--- src/hdl/aoc_params.svh ---
// Purpose: constants for the analog output configuration host map
// Assumes: word addresses are six bits, data words sixteen bits
// Notes: definitions only
`ifndef AOC_PARAMS_SVH
`define AOC_PARAMS_SVH
`define AOC_MEM_WORDS 62
`define AOC_AW 6
`define AOC_DW 16
`define AOC_NCH 8
`define AOC_SW_GRP 3
`define AOC_VSW_GRP 4
// memory map word addresses
`define AOC_A_STATUS 6'h00
`define AOC_A_OUT0 6'h01
`define AOC_A_OUT_LAST 6'h08
`define AOC_A_PARAM0 6'h09
`define AOC_A_LO0 6'h09
`define AOC_A_HI0 6'h11
`define AOC_A_SCALE_EN 6'h19
`define AOC_A_CTRL 6'h1a
`define AOC_A_LAST 6'h3d
`define AOC_CTRL_SAVE 0
// allocated host words in four-word mode
`define AOC_IO_PTR 6'h00
`define AOC_IO_DATA 6'h01
`define AOC_IO_RDAT 6'h02
`define AOC_IO_STAT 6'h03
// power-up settle count before switches are taken
`define AOC_BOOT_WAIT 2'h3
// output signal range group codes, bit0 = pin 1
`define AOC_G_0_10V 3'h3
`define AOC_G_0_5V 3'h7
`define AOC_G_PM5V 3'h5
`define AOC_G_PM10V 3'h1
`define AOC_G_0_20MA 3'h2
`define AOC_G_4_20MA 3'h6
// voltage range group one-hot codes, bit0 = pin 1
`define AOC_V_PM10V 4'h8
`define AOC_V_PM5V 4'h4
`define AOC_V_0_10V 4'h2
`define AOC_V_0_5V 4'h1
`endif

--- src/hdl/aoc_pkg.sv ---
// Purpose: shared types of the analog output configuration host map
// Assumes: nothing beyond the constants header
// Notes: types only
package aoc_pkg;

  typedef enum logic [2:0] {
    AOC_R_0_10V = 3'h0,
    AOC_R_0_5V = 3'h1,
    AOC_R_PM5V = 3'h2,
    AOC_R_PM10V = 3'h3,
    AOC_R_0_20MA = 3'h4,
    AOC_R_4_20MA = 3'h5,
    AOC_R_BAD = 3'h6
  } aoc_range_t;

  typedef struct packed {
    aoc_range_t range;
    logic cfg_err;
  } aoc_chan_cfg_t;

  typedef enum logic [2:0] {
    AOC_S_INIT = 3'h1,
    AOC_S_LOAD = 3'h2,
    AOC_S_RUN = 3'h4
  } aoc_state_t;

  typedef struct packed {
    logic pc_ok;
    logic rack_ok;
    logic hold;
    logic four;
  } aoc_pins_t;

  typedef struct packed {
    logic [7:0] cfg_err;
    logic [4:0] rsvd;
    logic run;
    logic hold;
    logic four;
  } aoc_status_t;

endpackage

--- src/hdl/aoc_host_map.sv ---
// Purpose: host memory map and configuration front end, eight analog outputs
// Assumes: 50 MHz i_clk, synchronous active-low reset taken as power-up
// Notes: switch pins are taken once after reset; store survives reset
`timescale 1ns/1ps
`include "aoc_params.svh"
module aoc_host_map (
  // clock and reset
  input wire logic i_clk,
  input wire logic i_rst_n,
  // host register port
  input wire logic [`AOC_AW-1:0] i_addr,
  input wire logic [`AOC_DW-1:0] i_wdata,
  input wire logic i_wr,
  input wire logic i_rd,
  output logic [`AOC_DW-1:0] o_rdata,
  // rear switches and supply monitors
  input wire logic [`AOC_NCH*`AOC_SW_GRP-1:0] i_range_sw,
  input wire logic [`AOC_NCH*`AOC_VSW_GRP-1:0] i_vrange_sw,
  input wire logic i_mode_sw,
  input wire logic i_hold_sw,
  input wire logic i_pc_pwr_ok,
  input wire logic i_rack_pwr_ok,
  // channel results
  output logic [`AOC_NCH-1:0][`AOC_DW-1:0] o_out,
  output aoc_pkg::aoc_chan_cfg_t [`AOC_NCH-1:0] o_cfg,
  output logic o_four_word,
  output logic o_hold_sel,
  output logic o_ready
);

  localparam int RW = `AOC_NCH * `AOC_SW_GRP;
  localparam int VW = `AOC_NCH * `AOC_VSW_GRP;
  localparam int PINW = RW + VW + $bits(aoc_pkg::aoc_pins_t);
  localparam int A_OUT0 = int'(`AOC_A_OUT0);
  localparam int A_LO0 = int'(`AOC_A_LO0);
  localparam int A_HI0 = int'(`AOC_A_HI0);
  localparam int A_PARAM0 = int'(`AOC_A_PARAM0);

  ////////////////////////////////////////////////////////////////////////////
  // declarations

  logic [PINW-1:0] pin_meta;
  logic [PINW-1:0] pin_sync;
  aoc_pkg::aoc_pins_t pins;
  aoc_pkg::aoc_state_t st;
  aoc_pkg::aoc_state_t next_st;
  logic [1:0] boot_cnt;
  logic boot_take;
  logic four;
  logic hold;
  logic [`AOC_AW-1:0] ptr;
  logic [`AOC_DW-1:0] mem [`AOC_MEM_WORDS];
  logic [`AOC_DW-1:0] nv [`AOC_MEM_WORDS];
  logic nv_valid;
  logic wr_go;
  logic [`AOC_AW-1:0] wr_addr;
  logic save_prev;
  logic save_go;
  logic [`AOC_DW-1:0] rd_val;
  logic [`AOC_NCH-1:0] cfg_err;
  aoc_pkg::aoc_chan_cfg_t [`AOC_NCH-1:0] dec_cfg;
  aoc_pkg::aoc_status_t status;

  ////////////////////////////////////////////////////////////////////////////
  // pin synchronisers

  always_ff @(posedge i_clk) begin
    if (!i_rst_n) begin
      pin_meta <= '0;
      pin_sync <= '0;
    end else begin
      pin_meta <= {i_pc_pwr_ok, i_rack_pwr_ok, i_hold_sw, i_mode_sw, i_vrange_sw, i_range_sw};
      pin_sync <= pin_meta;
    end
  end

  assign pins = pin_sync[PINW-1:RW+VW];

  ////////////////////////////////////////////////////////////////////////////
  // power-up sequence

  always_ff @(posedge i_clk) begin
    if (!i_rst_n) begin
      st <= aoc_pkg::AOC_S_INIT;
      boot_cnt <= 2'h0;
    end else begin
      st <= next_st;
      if (st == aoc_pkg::AOC_S_INIT) begin
        boot_cnt <= boot_cnt + 2'h1;
      end
    end
  end

  always_comb begin
    next_st = st;
    case (st)
      aoc_pkg::AOC_S_INIT: begin
        if (boot_take) begin
          next_st = aoc_pkg::AOC_S_LOAD;
        end
      end
      aoc_pkg::AOC_S_LOAD: next_st = aoc_pkg::AOC_S_RUN;
      aoc_pkg::AOC_S_RUN: next_st = aoc_pkg::AOC_S_RUN;
      default: next_st = aoc_pkg::AOC_S_INIT;
    endcase
  end

  // synchronisers are full by the time the count ends
  assign boot_take = (st == aoc_pkg::AOC_S_INIT) && (boot_cnt == `AOC_BOOT_WAIT);
  assign o_ready = (st == aoc_pkg::AOC_S_RUN);

  ////////////////////////////////////////////////////////////////////////////
  // switch capture, once per power-up

  always_ff @(posedge i_clk) begin
    if (!i_rst_n) begin
      four <= 1'b0;
      hold <= 1'b0;
      o_cfg <= '0;
    end else if (boot_take) begin
      four <= pins.four;
      hold <= pins.hold;
      o_cfg <= dec_cfg;
    end
  end

  assign o_four_word = four;
  assign o_hold_sel = hold;

  ////////////////////////////////////////////////////////////////////////////
  // host write decode

  always_comb begin
    wr_go = 1'b0;
    wr_addr = i_addr;
    if (i_wr && (st == aoc_pkg::AOC_S_RUN)) begin
      if (!four) begin
        wr_go = (i_addr != `AOC_A_STATUS) && (i_addr <= `AOC_A_LAST);
      end else if (i_addr == `AOC_IO_DATA) begin
        wr_addr = ptr;
        wr_go = (ptr != `AOC_A_STATUS) && (ptr <= `AOC_A_LAST);
      end
    end
  end

  // pointer word of the four-word allocation
  always_ff @(posedge i_clk) begin
    if (!i_rst_n) begin
      ptr <= '0;
    end else if (i_wr && four && (st == aoc_pkg::AOC_S_RUN) && (i_addr == `AOC_IO_PTR)) begin
      ptr <= i_wdata[`AOC_AW-1:0];
    end
  end

  ////////////////////////////////////////////////////////////////////////////
  // memory words and their nonvolatile copy

  assign save_go = mem[`AOC_A_CTRL][`AOC_CTRL_SAVE] && !save_prev && (st == aoc_pkg::AOC_S_RUN);

  always_ff @(posedge i_clk) begin
    if (!i_rst_n) begin
      save_prev <= 1'b0;
    end else begin
      save_prev <= mem[`AOC_A_CTRL][`AOC_CTRL_SAVE];
    end
  end

  // the store has no reset: it stands for what survives power-off
  always_ff @(posedge i_clk) begin
    if (save_go) begin
      nv_valid <= 1'b1;
    end
  end

  for (genvar w = 0; w < `AOC_MEM_WORDS; w++) begin : g_word
    always_ff @(posedge i_clk) begin
      if (!i_rst_n) begin
        mem[w] <= '0;
      end else if ((st == aoc_pkg::AOC_S_LOAD) && nv_valid && (w >= A_PARAM0)) begin
        mem[w] <= nv[w];
      end else if (wr_go && (wr_addr == `AOC_AW'(w))) begin
        mem[w] <= i_wdata;
      end
    end

    always_ff @(posedge i_clk) begin
      if (save_go) begin
        nv[w] <= mem[w];
      end
    end
  end

  ////////////////////////////////////////////////////////////////////////////
  // host read path

  always_comb begin
    status = '0;
    status.four = four;
    status.hold = hold;
    status.run = (st == aoc_pkg::AOC_S_RUN);
    status.cfg_err = cfg_err;
  end

  function automatic logic [`AOC_DW-1:0] look(input logic [`AOC_AW-1:0] a);
    logic [`AOC_DW-1:0] v;
    v = '0;
    if (a == `AOC_A_STATUS) begin
      v = status;
    end else if (a <= `AOC_A_LAST) begin
      v = mem[a];
    end
    return v;
  endfunction

  always_comb begin
    rd_val = '0;
    if (!four) begin
      rd_val = look(i_addr);
    end else begin
      case (i_addr)
        `AOC_IO_PTR: rd_val = {{(`AOC_DW-`AOC_AW){1'b0}}, ptr};
        `AOC_IO_RDAT: rd_val = look(ptr);
        `AOC_IO_STAT: rd_val = status;
        default: rd_val = '0;
      endcase
    end
  end

  // read data stand only in the cycle after the strobe
  always_ff @(posedge i_clk) begin
    if (!i_rst_n) begin
      o_rdata <= '0;
    end else begin
      o_rdata <= i_rd ? rd_val : '0;
    end
  end

  ////////////////////////////////////////////////////////////////////////////
  // per-channel decode, scaling window and output hold

  for (genvar c = 0; c < `AOC_NCH; c++) begin : g_ch
    logic signed [`AOC_DW-1:0] val;
    logic signed [`AOC_DW-1:0] lo;
    logic signed [`AOC_DW-1:0] hi;
    logic signed [`AOC_DW-1:0] mn;
    logic signed [`AOC_DW-1:0] mx;
    logic [`AOC_DW-1:0] scaled;

    aoc_range_decode u_dec (
      .i_grp(pin_sync[c*`AOC_SW_GRP +: `AOC_SW_GRP]),
      .i_vgrp(pin_sync[RW + c*`AOC_VSW_GRP +: `AOC_VSW_GRP]),
      .o_cfg(dec_cfg[c])
    );

    assign cfg_err[c] = o_cfg[c].cfg_err;
    assign val = mem[A_OUT0 + c];
    assign lo = mem[A_LO0 + c];
    assign hi = mem[A_HI0 + c];

    // reverse scaling swaps the limits
    always_comb begin
      mn = (lo <= hi) ? lo : hi;
      mx = (lo <= hi) ? hi : lo;
      scaled = val;
      if (mem[`AOC_A_SCALE_EN][c]) begin
        if (val < mn) begin
          scaled = mn;
        end else if (val > mx) begin
          scaled = mx;
        end
      end
    end

    always_ff @(posedge i_clk) begin
      if (!i_rst_n) begin
        o_out[c] <= '0;
      end else if (!pins.rack_ok || (st != aoc_pkg::AOC_S_RUN)) begin
        o_out[c] <= '0;
      end else if (!pins.pc_ok) begin
        o_out[c] <= hold ? o_out[c] : '0;
      end else begin
        o_out[c] <= scaled;
      end
    end
  end
endmodule

--- src/hdl/aoc_range_decode.sv ---
// Purpose: decode one channel's two range switch groups
// Assumes: a switch pin reads 1 when ON
// Notes: combinational; the caller samples the result once
`timescale 1ns/1ps
`include "aoc_params.svh"
module aoc_range_decode (
  // switch groups
  input wire logic [`AOC_SW_GRP-1:0] i_grp,
  input wire logic [`AOC_VSW_GRP-1:0] i_vgrp,
  // decoded setting
  output aoc_pkg::aoc_chan_cfg_t o_cfg
);

  aoc_pkg::aoc_range_t rng;
  aoc_pkg::aoc_range_t vrng;
  logic is_cur;

  always_comb begin
    case (i_grp)
      `AOC_G_0_10V: rng = aoc_pkg::AOC_R_0_10V;
      `AOC_G_0_5V: rng = aoc_pkg::AOC_R_0_5V;
      `AOC_G_PM5V: rng = aoc_pkg::AOC_R_PM5V;
      `AOC_G_PM10V: rng = aoc_pkg::AOC_R_PM10V;
      `AOC_G_0_20MA: rng = aoc_pkg::AOC_R_0_20MA;
      `AOC_G_4_20MA: rng = aoc_pkg::AOC_R_4_20MA;
      default: rng = aoc_pkg::AOC_R_BAD;
    endcase
    // only one pin may be on; anything else is invalid
    case (i_vgrp)
      `AOC_V_PM10V: vrng = aoc_pkg::AOC_R_PM10V;
      `AOC_V_PM5V: vrng = aoc_pkg::AOC_R_PM5V;
      `AOC_V_0_10V: vrng = aoc_pkg::AOC_R_0_10V;
      `AOC_V_0_5V: vrng = aoc_pkg::AOC_R_0_5V;
      default: vrng = aoc_pkg::AOC_R_BAD;
    endcase
    is_cur = (rng == aoc_pkg::AOC_R_0_20MA) || (rng == aoc_pkg::AOC_R_4_20MA);
    o_cfg.range = rng;
    // current ranges never look at the voltage group
    o_cfg.cfg_err = (rng == aoc_pkg::AOC_R_BAD) || (!is_cur && (vrng != rng));
  end

endmodule

--- config.mk ---
export PLATFORM = sky130hd
export DESIGN_NAME = aoc_host_map
export DESIGN_NICKNAME = d
export VERILOG_FILES = /design/src/hdl/aoc_pkg.sv /design/src/hdl/aoc_host_map.sv /design/src/hdl/aoc_range_decode.sv
export VERILOG_INCLUDE_DIRS = /design/src /design/src/hdl
export SDC_FILE = /design/constraint.sdc
export NUM_CORES = 2
export LEC_CHECK = 0
export BUFFER_PORTS_ARGS = -buffer_cell sky130_fd_sc_hd__buf_2
export CAP_MARGIN = 10
export CORE_UTILIZATION = 53
export DETAILED_ROUTE_END_ITERATION = 12
export PLACE_DENSITY = 0.8
export SYNTH_ARGS = -nofsm -noshare
export SYNTH_HDL_FRONTEND = slang
export SYNTH_SLANG_ARGS = --single-unit
--- constraint.sdc ---
create_clock -name i_clk -period 20.4 [get_ports i_clk]
set_input_delay 2.04 -clock i_clk [delete_from_list [all_inputs] [get_ports i_clk]]
set_output_delay 2.04 -clock i_clk [all_outputs]
set_load 0.03 [all_outputs]
Word level (Yosys, flattened, before mapping):

Memory sizes are Yosys's and may differ from the RTL's. A register that Yosys moved wholly into a read port is not among the register bits.
Index checks and enable logic that the tools add are counted.

* input port bits: 86
* flip-flop bits (word level): 310
* logic and storage cells: 916
* memory bits (writable): 1984
* output and inout port bits: 179
* memories: 2

Memories
* mem: depth 62, width 16, read ports 64, clocked after memory_dff 1, wr ports 62, RTL line aoc_host_map.sv:52 `` logic [`AOC_DW-1:0] mem [`AOC_MEM_WORDS]; ``
* nv: depth 62, width 16, read ports 53, clocked after memory_dff 0, wr ports 62, RTL line aoc_host_map.sv:53 `` logic [`AOC_DW-1:0] nv [`AOC_MEM_WORDS]; ``

* add/subtract/negate cells: 1
* equal/unequal tests: 183
* order comparisons: 26
* reductions and logical operators: 114
* bitwise logic cells: 116
* muxes and demuxes: 441

Operator list (count)
* 16-bit 2-to-1 mux: 169
* 1-bit 2-to-1 mux: 248
* 6-bit equality test, second input constant: 30
* 3-bit equality test, second input constant: 49
* 3-bit one-hot mux with 6 select lines: 8
* 16-bit greater-than comparator: 8
* 16-bit <= comparator: 8
* 16-bit < comparator: 8
* 1-bit OR: 115
* 6-bit by 5-bit equality test with 1-bit output, second input constant: 16
* 3-bit one-hot mux with 4 select lines: 8
* 1-bit logical AND: 79
* 3-bit by 2-bit equality test with 1-bit output, second input constant: 17
* 6-bit by 4-bit equality test with 1-bit output, second input constant: 8
* 16-bit one-hot mux with 3 select lines: 1
* 4-bit by 1-bit equality test with 1-bit output, second input constant: 8
* 4-bit by 2-bit equality test with 1-bit output, second input constant: 8
* 4-bit by 3-bit equality test with 1-bit output, second input constant: 8
* 4-bit equality test, second input constant: 8
* 6-bit 2-to-1 mux: 5
* 3-bit by 1-bit equality test with 1-bit output, second input constant: 9
* 6-bit by 2-bit equality test with 1-bit output, second input constant: 4
* 6-bit by 3-bit equality test with 1-bit output, second input constant: 4
* 3-bit != test: 8
* other kinds (15): 47

Logic depth before layout (Yosys ltp):

* depth after elaboration: 11
* depth in mapped cells: 25
* depth with buffers taken out: 21

By module:

From an unflattened synthesis, not the netlist that was laid out.

* cells, all modules: 7509
* area, all modules: 107670.8 um^2

Modules (own cells, without submodules)
* aoc_host_map: cells each 7381, times used 1, seq. area each 61579.1 um^2, area an instance 106940.1 um^2
* aoc_range_decode: cells each 16, times used 8, seq. area each 0.0 um^2, area an instance 91.3 um^2

Least setup slack after synthesis:

OpenSTA, ideal clock, no wires.

* path type: register to register
* start point: register st[2]
* end point: memory nv[0][144] (netlist name), enable pin
* period minus slack after synthesis: 21.566 ns
* library setup time: 1.333 ns
* setup slack: -1.166 ns
* cell stages (with the launch flop): 3
* arrival time: 20.233 ns
* data required time: 19.067 ns
* path buffers: 0
* path through: dfxtp_1 nor3b_2 and3b_1

RTL lines
* start, declared: RTL line aoc_host_map.sv:45 `aoc_pkg::aoc_state_t st;`
* start signal, assigned: RTL line aoc_host_map.sv:84 `st <= aoc_pkg::AOC_S_INIT;`
* start signal, assigned: RTL line aoc_host_map.sv:87 `st <= next_st;`
* end, declared: RTL line aoc_host_map.sv:53

==> reports/qor.txt <==
Status: finished with violations
Violated checks: design-rule violations
CP endpoint kind: flop
Highest ir drop seen on vdd: 0.0000970 V
Main synth FF type: edfxtp_1
Htree depth: 4
Syn Inst Count: 7502
Crit share post-route: 32.5%
Max-slew violations: 0
R2r endpoint: o_out[7]$_SDFFE_PP0P_
Die height: 454 um
CP Data Required Time: 21150 ps
Later-pin clock latency in the skew report: 920 ps
Post-CTS setup repair buffer count: 0
Fmax: 151 MHz
Sequential share of the synthesized area: 57.0%
PostCTS Resize Cnt: 0
Post-route antenna net violation count: 0
Nets@finish: 8004
I/O pins: 265
Crit path max fanout: 47
Dpl cell area: 112000 um2
Max_cap viols: 0
Worst Skew: 64.3 ps
Final Cell Area: 119000 um2
Power, Total: 10.2 mW
Final Hold Fails: 0
Initial drt markers: 13200
PortBufs: 264
Leakage: 42.8 nW
Yosys top cell by area: edfxtp_1
Clk root buf: clkbuf_16
HPWL after detailed placement: 252 mm
Depth of the worst register-to-register path: 20
Worst-path clk slew: 60 ps
Worst-Margin Slew: 1430 ps
Via count: 76400
Std-Cell Rows: 165
Layout cell share with drive strength beyond 1: 21.4%
Seq cells post-synth: 2156
Avg Inst Size Synth: 14.4 um2
RSZ-0062 raised after global routing: no
Post-Route Utilization: 59.0%
Drt wl/cell: 36.1 um
CTS sink count: 2156
Final WL: 376 mm
Number of detailed-route iterations in the first pass: 13
Initial Util: 53.4%
Register Area: 61600 um2
Critical path origin: i_addr[2]
Total CTS buffers: 217
Top cells by area, synth: edfxtp_1 51%, mux4_2 13%, a22o_1 6.9%
Crit path kind: input port to flop
Core ar.: 202000 um2
Die ar.: 206000 um2
Hold crit path type: flop to flop
Post-CTS Hold Buffers: 0
Number of global-route vias before repair: 71500
Critical Path Start Type: input port
Pwr Density: 85.7 nW/um2
First-pass GRT wire length: 528 mm
Flop-to-flop setup slack: 14080 ps
GRT Overall Usage: 36.0%
Post-synth ARST share: 0%
Mapped Area: 108000 um2
Drc violations: 2
Setup_tns: 0 ps
Fillers: 14800
Synth cell types: 91
Reg2reg start: mem[17][10]$_DFFE_PP_
Initial antenna violation count: 47
Crit path capture: mem[14][0]$_DFFE_PP_
GP Congestion: 1.07
Warnings from Yosys: 0
Post-synth top area share: 51.1%
Crit path DAT: 7380 ps
Area of the multi-input gates: 43400 um2
DR vias/cell: 7.33
Final setup viols: 0
Crit path time final: 6630 ps
Grt ovf: 0
Largest net degree at the start of global routing: 189
Clk buf depth: 3
TritonCTS clock tree: done
Worst slew margin: 4.18%
Area growth from synthesis to layout: 10.4%
EDFF count, synth: 1840
Die X: 454 um
[layout make-up]
class	instances	share of cell area, %
diodes	18	0.0377
repair buffers	414	2.20
clock inverters	143	1.41
well taps	2672	2.80
clock buffers	260	4.88
inverters	222	0.698
flip-flops and latches	2156	51.6
multi-input cells	4530	36.4
[cells in the final DEF (no fill, tap or decap), types with 36 or more instances in the layout]
cell type and count:
nand3_1 36, nor2_1 308, mux2i_1 181, nor2b_1 59, inv_1 220, a31oi_1 50
nor3_1 41, buf_2 243, nand4_1 65, mux2_2 153, a21o_1 100, nand2_1 326
a21oi_1 297, clkinv_2 36, ha_1 377, o21ai_0 215, buf_4 159, a211oi_1 43
a22o_1 851, mux4_2 623, edfxtp_1 1840, clkbuf_16 223, and2_1 253, dfxtp_1 311
clkinv_1 36
[power breakdown]
part / leakage, nW / total [mW] / internal (mW) / switching [mW]
clock: 3.62 / 4.22 / 2.37 / 1.85
combinational: 18.7 / 0.988 / 0.374 / 0.614
sequential: 20.5 / 5.02 / 4.86 / 0.158
total: 42.8 / 10.2 / 7.60 / 2.62
[cells in the mapped netlist, types with 35 or more instances]
cell and instances:
dfxtp_1 316, a21oi_1 300, nor2b_1 60, mux2_2 152, ha_1 377, nor2_1 311, and2_1 254, clkbuf_1 394
a31oi_1 51, buf_4 42, inv_1 221, a21o_1 100, o21ai_0 276, buf_1 63, a211oi_1 43, mux4_2 623
mux2i_1 183, nor3_1 41, o211ai_1 35, nand4_1 65, edfxtp_1 1840, nand3_1 36, buf_2 103, a22o_1 851
nand2_1 327
[metrics by stage]
step           instances  worst slack [ps]  hold slack (ps)
3_3_place_gp        9992             13430              415
4_1_cts            10400             14190              394
3_5_place_dp        9992             13300              419
5_1_grt            10400             13630              407
2_1_floorplan       7517              8640              412
6_report           10400             13770              399
[registers in the layout, summed over array words and instances (netlist names), named ones only]
| register | flops |
|---|---|
| ptr | 6 |
| o_four_word | 1 |
| boot_cnt | 2 |
| save_prev | 1 |
| o_hold_sel | 1 |
| o_cfg | 32 |
| pin_sync | 60 |
| st | 3 |
| nv | 848 |
| o_out | 128 |
| mem | 992 |
| pin_meta | 60 |
| o_rdata | 16 |
[critical path: stages]
cell,delay (ps)
buf_4,620
or4_1,290
nor2_1,220
o21bai_2,340
nor2_2,500
a22o_1,290
nand4_1,1090
buf_4,660
nor2_1,910
a22o_1,280
[cells by family after synthesis]
| group | Yosys count | synth area share (%) |
|---|---|---|
| flops | 2156 | 57.0 |
| compound gates | 1931 | 13.3 |
| simple gates | 1239 | 5.81 |
| mux | 965 | 16.3 |
| buf+inv | 831 | 3.19 |
| fa+ha+maj | 377 | 4.36 |
| xor+xnor | 2 | 0.0162 |
| other cells | 1 | 0.00347 |
[layer usage]
metal	GRT usage, %	wire length (um)
met4	24.9	31800
met1	45.9	124000
met3	13.3	61400
met5	0.187	327
met2	51.0	158000
[how the worst min path moves through the flow]
stage | start | end | depth (start not counted)
final | pin_meta[38]$_SDFF_PN0_ | pin_sync[38]$_SDFF_PN0_ | 1
after global routing | pin_meta[38]$_SDFF_PN0_ | pin_sync[38]$_SDFF_PN0_ | 1
after CTS | pin_meta[38]$_SDFF_PN0_ | pin_sync[38]$_SDFF_PN0_ | 1
after detailed placement | pin_meta[5]$_SDFF_PN0_ | pin_sync[5]$_SDFF_PN0_ | 1
after global placement | pin_meta[21]$_SDFF_PN0_ | pin_sync[21]$_SDFF_PN0_ | 1
after floorplan | pin_meta[0]$_SDFF_PN0_ | pin_sync[0]$_SDFF_PN0_ | 1
No activity file was read; power rests on OpenSTA's default activity.
